==> src/design/tcsps_pkg.sv <==
// Shared constants for the Type-C source power sequencer
package tcsps_pkg;

	// ----------------------------------------------------------------
	// Clock and tick
	// ----------------------------------------------------------------
	localparam int CLK_HZ = 50_000_000;
	localparam int MS_PER_S = 1000;
	localparam int CYC_PER_MS = CLK_HZ / MS_PER_S;
	localparam int TICK_W = 16;

	// ----------------------------------------------------------------
	// Timing figures in milliseconds
	// ----------------------------------------------------------------
	localparam int MS_W = 13;
	localparam logic [12:0] T_DEBOUNCE_MS = 13'h00B9;   // 185 ms
	localparam logic [12:0] T_FAULT_HR_MS = 13'h0258;   // 600 ms
	localparam logic [12:0] T_NORESP_MS = 13'h12C0;     // 4.8 s
	localparam logic [12:0] T_ATTACH_RAIL_MS = 13'h0005; // 5 ms max
	localparam logic [12:0] T_VCONN_MS = 13'h0002;      // 2 ms max
	localparam logic [12:0] T_VBUS_ON_MS = 13'h0002;    // 2 ms max
	localparam logic [12:0] T_TURN_ON_MS = 13'h0001;    // Inside both
	localparam logic [12:0] T_HR_GATE_MS = 13'h001E;    // 30 ms
	localparam logic [12:0] T_RECOVER_MS = 13'h02FD;    // 765 ms
	localparam logic [12:0] MS_ONE = 13'h0001;

	// ----------------------------------------------------------------
	// Sequencer states
	// ----------------------------------------------------------------
	typedef enum logic [2:0] {
		ST_IDLE = 3'b000,
		ST_DEBOUNCE = 3'b001,
		ST_ATTACHED = 3'b010,
		ST_HARDRST = 3'b011,
		ST_RECOVER = 3'b100
	} tcsps_state_t;

	// Synchronised pin vector layout
	localparam int PIN_W = 8;
	localparam int PIN_CC1 = 0;
	localparam int PIN_CC2 = 1;
	localparam int PIN_VBUSLOW = 2;
	localparam int PIN_OVRN = 3;
	localparam int PIN_SUPPLY = 4;
	localparam int PIN_FOVP = 5;
	localparam int PIN_OCP = 6;
	localparam int PIN_TEMP = 7;

endpackage

==> src/design/tcsps_sync.sv <==
// Two-stage synchroniser for asynchronous pin inputs
`timescale 1ns/1ns
module tcsps_sync #(
	parameter int WIDTH = tcsps_pkg::PIN_W
) (
	input wire logic mclk,               // System clock
	input wire logic nrst,               // Synchronous reset, low
	input wire logic [WIDTH-1:0] pinIn,  // Raw asynchronous levels
	output logic [WIDTH-1:0] pinSync     // Levels in mclk domain
);

	// ----------------------------------------------------------------
	// One flop pair per bit; first stage feeds only the second
	// ----------------------------------------------------------------
	genvar gi;
	generate
		for (gi = 0; gi < WIDTH; gi++) begin : g_bit
			logic stage1_r;
			logic stage1_nxt;
			logic stage2_r;
			logic stage2_nxt;
			always_comb begin
				stage1_nxt = nrst ? pinIn[gi] : 1'b0;
				stage2_nxt = nrst ? stage1_r : 1'b0;
			end
			always_ff @(posedge mclk) begin
				stage1_r <= stage1_nxt;
				stage2_r <= stage2_nxt;
			end
			assign pinSync[gi] = stage2_r;
		end
	endgenerate

endmodule

==> src/design/tcsps_tick.sv <==
// Free-running millisecond tick generator
`timescale 1ns/1ns
module tcsps_tick #(
	parameter int CYC_PER_MS = tcsps_pkg::CYC_PER_MS
) (
	input wire logic mclk,  // System clock
	input wire logic nrst,  // Synchronous reset, low
	output logic msTick     // One-cycle pulse each millisecond
);

	localparam logic [tcsps_pkg::TICK_W-1:0] TICK_LAST =
		tcsps_pkg::TICK_W'(CYC_PER_MS - 1);
	localparam logic [tcsps_pkg::TICK_W-1:0] TICK_ONE = 16'h0001;

	logic [tcsps_pkg::TICK_W-1:0] cnt_r;
	logic [tcsps_pkg::TICK_W-1:0] cnt_nxt;
	logic tick_r;
	logic tick_nxt;

	// ----------------------------------------------------------------
	// Never stops, so every timer shares one time base
	// ----------------------------------------------------------------
	always_comb begin
		cnt_nxt = cnt_r + TICK_ONE;
		tick_nxt = 1'b0;
		if (cnt_r == TICK_LAST) begin
			cnt_nxt = '0;
			tick_nxt = 1'b1;
		end
		if (!nrst) begin
			cnt_nxt = '0;
			tick_nxt = 1'b0;
		end
	end

	always_ff @(posedge mclk) begin
		cnt_r <= cnt_nxt;
		tick_r <= tick_nxt;
	end

	assign msTick = tick_r;

endmodule

==> src/design/tcsps_top.sv <==
// Type-C source attach, power sequencing and retry timing
// Contract
// - Override low or no supply: hard reset 600 ms after indicator low.
// - Silent sink: keep gate on 4.8 s, then hard reset, repeating.
// - Attach rail output goes high within 5 ms of attach.
// - Override low turns the NFET gate off within 5 us.
// - Fast overvoltage turns the NFET gate off within 30 us.
// - Large overcurrent starts NFET gate turn-off within 30 us.
// - Over-temperature stops VBUS discharge within 10 us.
// - VCONN switch enabled at most 2 ms after indicator low.
// - NFET gate fully on at most 2 ms after indicator low.
// - Both CC pins give attach detection and cable orientation.
// - 5 V is the default source voltage before negotiation.
// - VBUS stays unpowered until a sink is attached.
// - Sink removal is detected and acted on.
// - After attach, offer power over CC; sink negotiates there.
// - All PD layers live inside the device; this design leaves them to an external PD engine driven by pdEnable.
// - Attach indicator goes low after 185 ms debounce.
// - NFET gate disabled 30 ms after a hard reset is sent.
`timescale 1ns/1ns
module tcsps_top #(
	parameter int CYC_PER_MS = tcsps_pkg::CYC_PER_MS
) (
	input wire logic mclk,           // 50 MHz clock
	input wire logic nrst,           // Synchronous reset, low
	input wire logic cc1Rd,          // CC1 sees sink pull-down
	input wire logic cc2Rd,          // CC2 sees sink pull-down
	input wire logic vbusLow,        // VBUS below safe threshold
	input wire logic gate_override_n, // External gate override, low
	input wire logic supply_monitor, // Supply present
	input wire logic fastOvp,        // VBUS above fast OVP level
	input wire logic current_sense_in, // Large overcurrent step
	input wire logic die_temp_limit, // Die over thermal limit
	input wire logic pdMsgRx,        // Pulse: good message from sink
	input wire logic pdHighVoltReq,  // Contract above 5 V agreed
	output logic attach_indicator_n, // Sink attached, low
	output logic attach_rail_out,    // Attach indicator rail
	output logic ccOrient,           // High: CC2 carries the CC wire
	output logic vconnEn,            // VCONN switch enable
	output logic vconnToCc2,         // VCONN routed to CC2
	output logic vbus_nfet_gate,     // VBUS NFET gate driver enable
	output logic sel5v,              // Default 5 V source select
	output logic dischargeEn,        // VBUS discharge enable
	output logic pdEnable,           // PD engine active
	output logic hardResetTx         // Pulse: transmit hard reset
);

	// ----------------------------------------------------------------
	// Pin synchronisation and time base
	// ----------------------------------------------------------------
	logic [tcsps_pkg::PIN_W-1:0] pinRaw;
	logic [tcsps_pkg::PIN_W-1:0] pinS;
	logic msTick;

	assign pinRaw = {die_temp_limit, current_sense_in, fastOvp,
		supply_monitor, gate_override_n, vbusLow, cc2Rd, cc1Rd};

	tcsps_sync #(.WIDTH(tcsps_pkg::PIN_W)) u_sync (
		.mclk(mclk),
		.nrst(nrst),
		.pinIn(pinRaw),
		.pinSync(pinS)
	);

	tcsps_tick #(.CYC_PER_MS(CYC_PER_MS)) u_tick (
		.mclk(mclk),
		.nrst(nrst),
		.msTick(msTick)
	);

	logic sCc1, sCc2, sVbusLow, sOvrN, sSupply, sFovp, sOcp, sTemp;
	assign sCc1 = pinS[tcsps_pkg::PIN_CC1];
	assign sCc2 = pinS[tcsps_pkg::PIN_CC2];
	assign sVbusLow = pinS[tcsps_pkg::PIN_VBUSLOW];
	assign sOvrN = pinS[tcsps_pkg::PIN_OVRN];
	assign sSupply = pinS[tcsps_pkg::PIN_SUPPLY];
	assign sFovp = pinS[tcsps_pkg::PIN_FOVP];
	assign sOcp = pinS[tcsps_pkg::PIN_OCP];
	assign sTemp = pinS[tcsps_pkg::PIN_TEMP];

	// ----------------------------------------------------------------
	// Sequencer state
	// ----------------------------------------------------------------
	tcsps_pkg::tcsps_state_t state_r, state_nxt;
	logic [tcsps_pkg::MS_W-1:0] debMs_r, debMs_nxt;
	logic [tcsps_pkg::MS_W-1:0] onMs_r, onMs_nxt;
	logic [tcsps_pkg::MS_W-1:0] silentMs_r, silentMs_nxt;
	logic [tcsps_pkg::MS_W-1:0] hrMs_r, hrMs_nxt;
	logic orient_r, orient_nxt;
	logic fastLatch_r, fastLatch_nxt;
	logic gate_r, gate_nxt;
	logic vconn_r, vconn_nxt;
	logic indN_r, indN_nxt;
	logic rail_r, rail_nxt;
	logic dsc_r, dsc_nxt;
	logic sel5_r, sel5_nxt;
	logic pdEn_r, pdEn_nxt;
	logic hrTx_r, hrTx_nxt;
	logic [1:0] warm_r, warm_nxt;

	logic oneRd;
	logic monRd;
	logic live;
	logic detach;
	logic supplyFault;
	logic powerOk;

	always_comb begin
		oneRd = sCc1 ^ sCc2;
		monRd = orient_r ? sCc2 : sCc1;
		live = (state_r == tcsps_pkg::ST_ATTACHED) ||
			(state_r == tcsps_pkg::ST_HARDRST) ||
			(state_r == tcsps_pkg::ST_RECOVER);
		detach = live && !monRd;
		supplyFault = !sOvrN || !sSupply;
		// Next value, so a recovery restart cannot flash the gate on
		powerOk = !supplyFault && !fastLatch_r &&
			(onMs_nxt >= tcsps_pkg::T_TURN_ON_MS);
	end

	always_comb begin
		state_nxt = state_r;
		debMs_nxt = debMs_r;
		onMs_nxt = onMs_r;
		silentMs_nxt = silentMs_r;
		hrMs_nxt = hrMs_r;
		orient_nxt = orient_r;
		fastLatch_nxt = fastLatch_r;
		indN_nxt = indN_r;
		rail_nxt = rail_r;
		hrTx_nxt = 1'b0;
		case (state_r)
			tcsps_pkg::ST_IDLE: begin
				if (oneRd && sVbusLow) begin
					state_nxt = tcsps_pkg::ST_DEBOUNCE;
					debMs_nxt = '0;
					orient_nxt = sCc2;
				end
			end
			tcsps_pkg::ST_DEBOUNCE: begin
				// Any wobble restarts the whole debounce from idle
				if (!oneRd || !sVbusLow || (sCc2 != orient_r)) begin
					state_nxt = tcsps_pkg::ST_IDLE;
				end else if (msTick) begin
					if (debMs_r == tcsps_pkg::T_DEBOUNCE_MS - tcsps_pkg::MS_ONE) begin
						state_nxt = tcsps_pkg::ST_ATTACHED;
						indN_nxt = 1'b0;
						rail_nxt = 1'b1;
						onMs_nxt = '0;
						silentMs_nxt = '0;
						fastLatch_nxt = 1'b0;
					end else begin
						debMs_nxt = debMs_r + tcsps_pkg::MS_ONE;
					end
				end
			end
			tcsps_pkg::ST_ATTACHED: begin
				if (sFovp || sOcp) begin
					fastLatch_nxt = 1'b1;
				end
				if (pdMsgRx) begin
					silentMs_nxt = '0;
				end else if (msTick) begin
					silentMs_nxt = silentMs_r + tcsps_pkg::MS_ONE;
				end
				if (msTick && onMs_r != tcsps_pkg::T_FAULT_HR_MS) begin
					onMs_nxt = onMs_r + tcsps_pkg::MS_ONE;
				end
				if (msTick && supplyFault &&
					onMs_r == tcsps_pkg::T_FAULT_HR_MS - tcsps_pkg::MS_ONE) begin
					state_nxt = tcsps_pkg::ST_HARDRST;
					hrTx_nxt = 1'b1;
					hrMs_nxt = '0;
				end else if (msTick && !pdMsgRx &&
					silentMs_r == tcsps_pkg::T_NORESP_MS - tcsps_pkg::MS_ONE) begin
					state_nxt = tcsps_pkg::ST_HARDRST;
					hrTx_nxt = 1'b1;
					hrMs_nxt = '0;
				end
			end
			tcsps_pkg::ST_HARDRST: begin
				if (sFovp || sOcp) begin
					fastLatch_nxt = 1'b1;
				end
				if (msTick) begin
					if (hrMs_r == tcsps_pkg::T_HR_GATE_MS - tcsps_pkg::MS_ONE) begin
						state_nxt = tcsps_pkg::ST_RECOVER;
						hrMs_nxt = '0;
					end else begin
						hrMs_nxt = hrMs_r + tcsps_pkg::MS_ONE;
					end
				end
			end
			tcsps_pkg::ST_RECOVER: begin
				// VBUS held off, then a fresh turn-on attempt
				if (msTick) begin
					if (hrMs_r == tcsps_pkg::T_RECOVER_MS - tcsps_pkg::MS_ONE) begin
						state_nxt = tcsps_pkg::ST_ATTACHED;
						onMs_nxt = '0;
						silentMs_nxt = '0;
						fastLatch_nxt = 1'b0;
					end else begin
						hrMs_nxt = hrMs_r + tcsps_pkg::MS_ONE;
					end
				end
			end
			default: begin
				state_nxt = tcsps_pkg::ST_IDLE;
			end
		endcase
		if (detach) begin
			state_nxt = tcsps_pkg::ST_IDLE;
			debMs_nxt = '0;
			onMs_nxt = '0;
			silentMs_nxt = '0;
			hrMs_nxt = '0;
			fastLatch_nxt = 1'b0;
			indN_nxt = 1'b1;
			rail_nxt = 1'b0;
			hrTx_nxt = 1'b0;
		end
		if (!nrst) begin
			state_nxt = tcsps_pkg::ST_IDLE;
			debMs_nxt = '0;
			onMs_nxt = '0;
			silentMs_nxt = '0;
			hrMs_nxt = '0;
			orient_nxt = 1'b0;
			fastLatch_nxt = 1'b0;
			indN_nxt = 1'b1;
			rail_nxt = 1'b0;
			hrTx_nxt = 1'b0;
		end
	end

	// ----------------------------------------------------------------
	// Power path outputs
	// ----------------------------------------------------------------
	// Gate turns off straight from synchronised pins, not via state,
	// so fast faults cost only three clocks.
	always_comb begin
		gate_nxt = 1'b0;
		vconn_nxt = 1'b0;
		if (state_nxt == tcsps_pkg::ST_ATTACHED ||
			state_nxt == tcsps_pkg::ST_HARDRST) begin
			gate_nxt = powerOk && !sFovp && !sOcp;
		end
		if (live && !detach) begin
			vconn_nxt = onMs_r >= tcsps_pkg::T_TURN_ON_MS;
		end
		// Pin levels are trusted only once both sync stages refilled
		warm_nxt = {warm_r[0], 1'b1};
		dsc_nxt = warm_r[1] && !gate_nxt && !sVbusLow && !sTemp;
		sel5_nxt = !(pdHighVoltReq && gate_nxt);
		pdEn_nxt = (state_nxt == tcsps_pkg::ST_ATTACHED) ||
			(state_nxt == tcsps_pkg::ST_HARDRST);
		if (!nrst) begin
			gate_nxt = 1'b0;
			vconn_nxt = 1'b0;
			dsc_nxt = 1'b0;
			sel5_nxt = 1'b1;
			pdEn_nxt = 1'b0;
			warm_nxt = '0;
		end
	end

	always_ff @(posedge mclk) begin
		state_r <= state_nxt;
		debMs_r <= debMs_nxt;
		onMs_r <= onMs_nxt;
		silentMs_r <= silentMs_nxt;
		hrMs_r <= hrMs_nxt;
		orient_r <= orient_nxt;
		fastLatch_r <= fastLatch_nxt;
		indN_r <= indN_nxt;
		rail_r <= rail_nxt;
		hrTx_r <= hrTx_nxt;
		gate_r <= gate_nxt;
		vconn_r <= vconn_nxt;
		dsc_r <= dsc_nxt;
		sel5_r <= sel5_nxt;
		pdEn_r <= pdEn_nxt;
		warm_r <= warm_nxt;
	end

	assign attach_indicator_n = indN_r;
	assign attach_rail_out = rail_r;
	assign ccOrient = orient_r;
	assign vconnEn = vconn_r;
	assign vconnToCc2 = vconn_r && !orient_r;
	assign vbus_nfet_gate = gate_r;
	assign sel5v = sel5_r;
	assign dischargeEn = dsc_r;
	assign pdEnable = pdEn_r;
	assign hardResetTx = hrTx_r;
endmodule

==> config.mk <==
export PLATFORM = sky130hd
export DESIGN_NAME = tcsps_top
export DESIGN_NICKNAME = d
export VERILOG_FILES = /design/src/design/tcsps_pkg.sv /design/src/design/tcsps_sync.sv /design/src/design/tcsps_tick.sv /design/src/design/tcsps_top.sv
export SDC_FILE = /design/constraint.sdc
export NUM_CORES = 1
export LEC_CHECK = 0
export BUFFER_PORTS_ARGS = -buffer_cell sky130_fd_sc_hd__buf_2
export CAP_MARGIN = 40
export CORE_UTILIZATION = 35
export DETAILED_ROUTE_END_ITERATION = 12
export REMOVE_ABC_BUFFERS = 1
export SLEW_MARGIN = 10
export SYNTH_ARGS = -nofsm -noshare
export SYNTH_HDL_FRONTEND = slang
export SYNTH_SLANG_ARGS = --single-unit
==> constraint.sdc <==
create_clock -name mclk -period 6.1 [get_ports mclk]
set_input_delay 0.61 -clock mclk [delete_from_list [all_inputs] [get_ports mclk]]
set_output_delay 0.61 -clock mclk [all_outputs]
set_load 0.02 [all_outputs]
==> results.cfg, run 1 <==
[critical_path]
critPathMaxFanout = 13
reg2reg_to = dischargeEn$_SDFF_PN0_
required_ns = 6.37
cp_slowest_stage_delay_ns = 0.59
r2r-start = state_r[0]$_DFF_P_
cp_data_arrival_time_ns = 3.23
startpoint = state_r[0]$_DFF_P_
reg2reg_slack_ns = 3.14
crit_path_end_kind = register
cp_slowest_cell = nor3b_1
crit_type = reg -> reg
r2r_cells = 8
crit_path_end = dischargeEn$_SDFF_PN0_
cp_cell_sequence = nor3b_1 -> a21boi_2 -> a22oi_2 -> a31oi_1 -> o211ai_1 -> nor4_1 -> a211oi_1 -> nor4_2
critPathLaunchType = register

[run_status]
status = completed

[timing]
rsz0062_at_grt = no
min_period_ns = 2.96
period_share_pct = 48.5
relSlewSlack_pct = 56.1
max_freq_mhz = 338
timing_hold_violations_final = 0
setup_tns_ns = 0
finalSetupViolCount = 0
drv_slew = 0
setup_ws_ns = 3.14
worst_pin_slew_ns = 0.655
skew_ns = 0.00841

[floorplanning]
ios = 22
fp-row-count = 41
dieHeight_microns = 118
die_width_microns = 118
start_util_pct = 36.5
die_area_sq_mm = 0.0139
core-area_sq_mm = 0.0129

[cts]
cts_tree = yes
clk_pin_slew_ns = 0.07
clockRootBuffer = clkbuf_16
post-cts-setup-buffer-count = 0
htreeDepth = 3
clk_latency_ns = 0.35
ctsHoldBuffers = 0
cts_buffers = 9
clock_sinks = 100
cts_resized = 0
cts_buffer_depth = 2

[global_route]
grt_pass1_vias = 3549
grt_antenna_before_repair = 0
grt_start_max_net_pins = 27
track_usage_pct = 15.3
gr-total-overflow = 0
grt_first_pass_wirelength_mm = 17.0

[cells_and_area]
syn2layout_area_growth_pct = 11.5
final_layout_size_suffix_gt1_share_pct = 9.84
seq_area_sq_mm = 0.00200
final_util_pct = 40.8
fillers = 1280
layout.nets = 587
antenna_cells = 0
multi_input_area_sq_mm = 0.00255

[detailed_routing]
wire_per_inst_microns = 13.9
drt-total-wl_mm = 10.3
viasPerCell = 5.31
dr_total_vias = 3934
drtPass1Iterations = 5
drc_errors = 0
drt_iter0_markers = 288
drt.antenna.violating_nets = 0

[flow_run]
maxCapViolCount = 0

[hold_path]
holdCritPathClass = reg -> reg

[power]
ir_worst_vdd_v = 0.000155
p_leak_nw = 1.96
p_per_area_mw_per_mm2 = 236

[synth]
synthCells = 548
synthFlopType = dfxtp_1
syn_avg_cell_area_sq_um = 8.58
synth-edff-count = 0
async_reset_ff_share_pct = 0
yosysWarnings = 0
syn_area_sq_mm = 0.00470
ys_seq_area_share_pct = 42.6
synth_seq_cells = 100
yosysUniqueCellTypes = 66

[placement]
place_ws_ns = 3.15
gp_congestion = 0.969
portBuffers = 21
dp.final_hpwl_mm = 7.53
==> worst min-delay path by stage <==
stage,start,to,slack [ns],cells past startpoint
after floorplan,u_sync.g_bit[7].stage2_r$_SDFF_PN0_,dischargeEn$_SDFF_PN0_,0.39,1
final,u_sync.g_bit[7].stage2_r$_SDFF_PN0_,dischargeEn$_SDFF_PN0_,0.41,1
after detailed placement,u_sync.g_bit[7].stage2_r$_SDFF_PN0_,dischargeEn$_SDFF_PN0_,0.40,1
after CTS,pdHighVoltReq,sel5v$_SDFF_PN1_,0.41,2
after global routing,pdHighVoltReq,sel5v$_SDFF_PN1_,0.41,2
after global placement,u_sync.g_bit[7].stage2_r$_SDFF_PN0_,dischargeEn$_SDFF_PN0_,0.41,1
==> routing by layer <==
layer / share of wire, % / up-vias / GRT usage [%]
met1: 46 / 1853 / 19.3
met3: 5.6 / 24 / 4.60
met4: 2.5 / 0 / 6.89
met5: 0 / - / 0
met2: 46 / 110 / 23.8
li1: - / 1947 / -
==> cells by family (layout without fill, tap and decap cells) <==
group                      count (synthesis)  count (layout)  share of synthesized area, %
and+or+nand+nor                          278             278                          32.0
DFF                                      100             100                          42.6
AOI/OAI and AO/OA                         73              73                          10.1
xor gates and xnor gates                  44              44                          8.19
buffers and inverters                     37              58                          3.19
adders and majority gates                 10              10                          2.66
muxes                                      6               6                          1.33
==> registers in the layout, summed over array words and instances, names as in the netlist <==
register	count
u_tick.cnt_r	16
debMs_r	13
hrMs_r	13
onMs_r	13
silentMs_r	13
u_sync.g_bit.stage1_r	8
u_sync.g_bit.stage2_r	8
state_r	3
warm_r	2
attach_indicator_n	1
attach_rail_out	1
ccOrient	1
dischargeEn	1
fastLatch_r	1
hardResetTx	1
pdEnable	1
sel5v	1
u_tick.msTick	1
vbus_nfet_gate	1
vconnEn	1
==> worst max-delay path, delay by kind of cell (launching register included) <==
family,cells,cell delay [ns]
AND/OR/NAND/NOR,3,1.10
AO/OA/AOI/OAI,5,1.22
flip-flops,1,0.56
==> report_power, final <==
| group | internal [mW] | leakage (nW) | switching [mW] | total, mW |
|---|---|---|---|---|
| clock network | 0.283 | 0.135 | 0.260 | 0.543 |
| logic | 0.0107 | 1.01 | 0.0187 | 0.0294 |
| registers | 0.660 | 0.810 | 0.00407 | 0.664 |
==> stage by stage <==
stage / instances / instance area [sq um] / power, mW / hold slack [ns]
3_3_place_gp: 725 / 4960 / 0.708 / 0.411
5_1_grt: 741 / 5250 / 1.29 / 0.408
3_5_place_dp: 726 / 4970 / 0.709 / 0.404
2_1_floorplan: 530 / 4630 / 0.695 / 0.391
4_1_cts: 741 / 5250 / 1.26 / 0.409
6_report: 741 / 5250 / 1.24 / 0.407
==> placed cells by master, fill, tap and decap left out, types with 13 or more instances in the layout <==
master   instances
inv_1           19
nor2_1          66
xnor2_1         23
nor3_1          13
buf_2           21
dfxtp_1        100
nand3_1         29
xor2_1          21
a21oi_1         18
nand4_1         15
and2_1          21
o21ai_0         22
nand2_1         56
and3_1          14
==> synth_stat cells (6+ instances only) <==
cell type,number,area [sq um]
inv_1,19,71.3
nor3b_1,8,60.1
or3_1,11,68.8
clkbuf_1,13,48.8
dfxtp_1,100,2000
a21oi_1,18,90.1
ha_1,10,125
nor2_1,66,248
nor3_1,13,65.1
and3_1,14,87.6
xnor2_1,23,201
and4_1,6,52.6
xor2_1,21,184
and2_1,21,131
nand4_1,15,93.8
o21ai_0,22,110
nand2_1,56,210
nor4_1,7,43.8
nand3_1,29,145
==> final cells by class <==
type	count	share of cell area (%)
clock buffers	9	4.29
multi-input cells	411	48.6
flip-flops and latches	100	38.1
repair buffers	24	2.43
clock inverters	6	1.03
well taps	172	4.10
inverters	19	1.36
No activity file was read; power rests on OpenSTA's default activity.
==> run 2, diff against run 1 <==
==> constraint.sdc (replaced) <==
create_clock -name mclk -period 2.8 [get_ports mclk]
set_input_delay 0.28 -clock mclk [delete_from_list [all_inputs] [get_ports mclk]]
set_output_delay 0.28 -clock mclk [all_outputs]
set_load 0.02 [all_outputs]
==> run 2 against run 1 <==
Net effect:
- final cell count up 3.4%
- final area up 4.9%
- sequential cell count unchanged
- clock skew up 0.0044 ns
- critical path type unchanged
- critical endpoint unchanged
==> results.cfg, run 2 (same netlist as run 1, synthesis figures left out) <==
[critical_path]
worst-path-buf-inv = 2
cp_cell_sequence = inv_1 -> ha_1 -> nor4b_4 -> and4_4 -> a22oi_1 -> nand2_1 -> a31oi_1 -> a2111oi_2 -> a211oi_1 -> buf_4 -> nor4_2
critical_path.top_delay_family = compound AO/OA/AOI/OAI gates
required_ns = 3.05
critPathLaunchType = register
critPathMaxFanout = 6
cp_slowest_stage_delay_ns = 0.53
crit_type = reg -> reg
cp_slowest_cell = a22oi_1
crit_path_end_kind = register
cp_data_arrival_time_ns = 2.86

[placement]
placed_area_sq_mm = 0.00514
portBuffers = 21
place_ws_ns = -0.00590
placedCellCount = 749
dp.final_hpwl_mm = 8.16
gp_congestion = 0.904

[cells_and_area]
layout_common_cells = dfxtp_1 (100), nor2_1 (66), nand2_1 (56), nand3_1 (29), buf_4 (26)
syn2layout_area_growth_pct = 17.0
largest_reg_flops = 16
final_cell_area_sq_mm = 0.00550
fillers = 1311
final_layout_size_suffix_gt1_share_pct = 14.1
final_cells = 766
layout.nets = 611
largest-register = u_tick.cnt_r
antenna_cells = 0
layout_commonest_cell = dfxtp_1

[power]
p_seq_share_pct = 50.6
p_per_area_mw_per_mm2 = 519
power.net_switching_uw = 664
p_sw_share_pct = 23.2
internal_power_mw = 2.19
pwr-share-comb_pct = 2.4
p_leak_nw = 2.12
power_frac_clock_pct = 46.9
ir_worst_vdd_v = 0.000242

[run_status]
status = completed

[cts]
htreeDepth = 3
clk_latency_ns = 0.36
cts_buffers = 9
cts_buffer_depth = 2
clockRootBuffer = clkbuf_16
clock_sinks = 100
clk_pin_slew_ns = 0.08
cts_tree = yes

[detailed_routing]
dr_wl_met2_mm = 5.08
drt-total-wl_mm = 11.0
wl_met3_microns = 639
viasPerCell = 5.27
drt_iter0_markers = 303
drc_errors = 0
wire_per_inst_microns = 14.4
wl_met1_mm = 5.12
drt.antenna.violating_nets = 0
drtPass1Iterations = 5
dr_total_vias = 4034
routed.top_layer = met4

[floorplanning]
die_area_sq_mm = 0.0139
start_util_pct = 36.5
core-area_sq_mm = 0.0129
dieHeight_microns = 118
fp-row-count = 41
die_width_microns = 118
ios = 22

[global_route]
grt_start_max_net_pins = 23
grt_pass1_vias = 3824
grt_antenna_before_repair = 0
gr-total-overflow = 0
track_usage_pct = 16.4
grt_first_pass_wirelength_mm = 18.3

[timing]
whs_ns = 0.0806
max_freq_mhz = 382
min_period_ns = 2.61
period_share_pct = 93.4
skew_ns = 0.0128
finalSetupViolCount = 0
drv_slew = 0
timing_hold_violations_final = 0
worst_pin_slew_ns = 0.617
setup_ws_ns = 0.185
rsz0062_at_grt = no
relSlewSlack_pct = 58.9

[hold_path]
holdCritPathClass = in -> reg

[flow_run]
maxCapViolCount = 0
==> run 2: metal layers <==
metal / vias up / GRT usage (%)
met5: - / 0
met4: 0 / 6.97
met3: 15 / 4.80
met2: 117 / 26.3
met1: 1902 / 20.3
li1: 2000 / -
==> run 2: final cells by class <==
| cell class | instances | area (sq um) | area share [%] |
|---|---|---|---|
| Inverter | 19 | 71.3 | 1.30 |
| Timing Repair Buffer | 47 | 300 | 5.46 |
| Clock buffer | 9 | 225 | 4.09 |
| Clock inverter | 7 | 103 | 1.86 |
| Sequential cell | 100 | 2000 | 36.4 |
| Tap cell | 172 | 215 | 3.91 |
| Multi-Input combinational cell | 412 | 2590 | 47.0 |
==> run 2: path summary, 6_finish.rpt <==
path	startpoint	endpoint	slack [ns]	depth (start not counted)
min	pdHighVoltReq	sel5v$_SDFF_PN1_	0.08	2
max	debMs_r[0]$_SDFFE_PP0P_	dischargeEn$_SDFF_PN0_	0.19	11
max reg2reg	debMs_r[0]$_SDFFE_PP0P_	dischargeEn$_SDFF_PN0_	0.19	11
min reg2reg	u_sync.g_bit[7].stage2_r$_SDFF_PN0_	dischargeEn$_SDFF_PN0_	0.42	1
==> run 2: worst reg2reg max path, stage by stage, from the launching register on <==
cell and delay, ns:
dfxtp_1 0.36, inv_1 0.08, ha_1 0.21, nor4b_4 0.14, and4_4 0.21, a22oi_1 0.53, nand2_1 0.11, a31oi_1 0.31
a2111oi_2 0.07, a211oi_1 0.29, buf_4 0.18, nor4_2 0.04
==> run 2: power groups by stage <==
stage,registers [mW],clock network [mW],logic [mW]
5_1_grt,1.45,1.44,0.0787
3_3_place_gp,1.48,0,0.0690
4_1_cts,1.45,1.38,0.0707
2_1_floorplan,1.48,0,0.0366
6_report,1.45,1.34,0.0700
3_5_place_dp,1.48,0,0.0705
==> run 2: per-stage QoR <==
step | utilization (%) | setup TNS (ns) | total power, mW
2_1_floorplan | - | 0 | 1.51
3_3_place_gp | 39.9 | 0 | 1.55
3_5_place_dp | 39.9 | -0.00590 | 1.55
4_1_cts | 42.5 | 0 | 2.90
5_1_grt | 42.7 | 0 | 2.96
6_report | 42.7 | 0 | 2.86
==> run 2: timing repair <==
| item | in CTS | in global routing |
|---|---|---|
| buffers inserted | 0 | 0 |
| hold buffers | 0 | 0 |
| gates cloned | 0 | 1 |
| resized for setup | 2 | 4 |
| setup endpoints to repair | 1 | 3 |
| pin swaps | 0 | 3 |
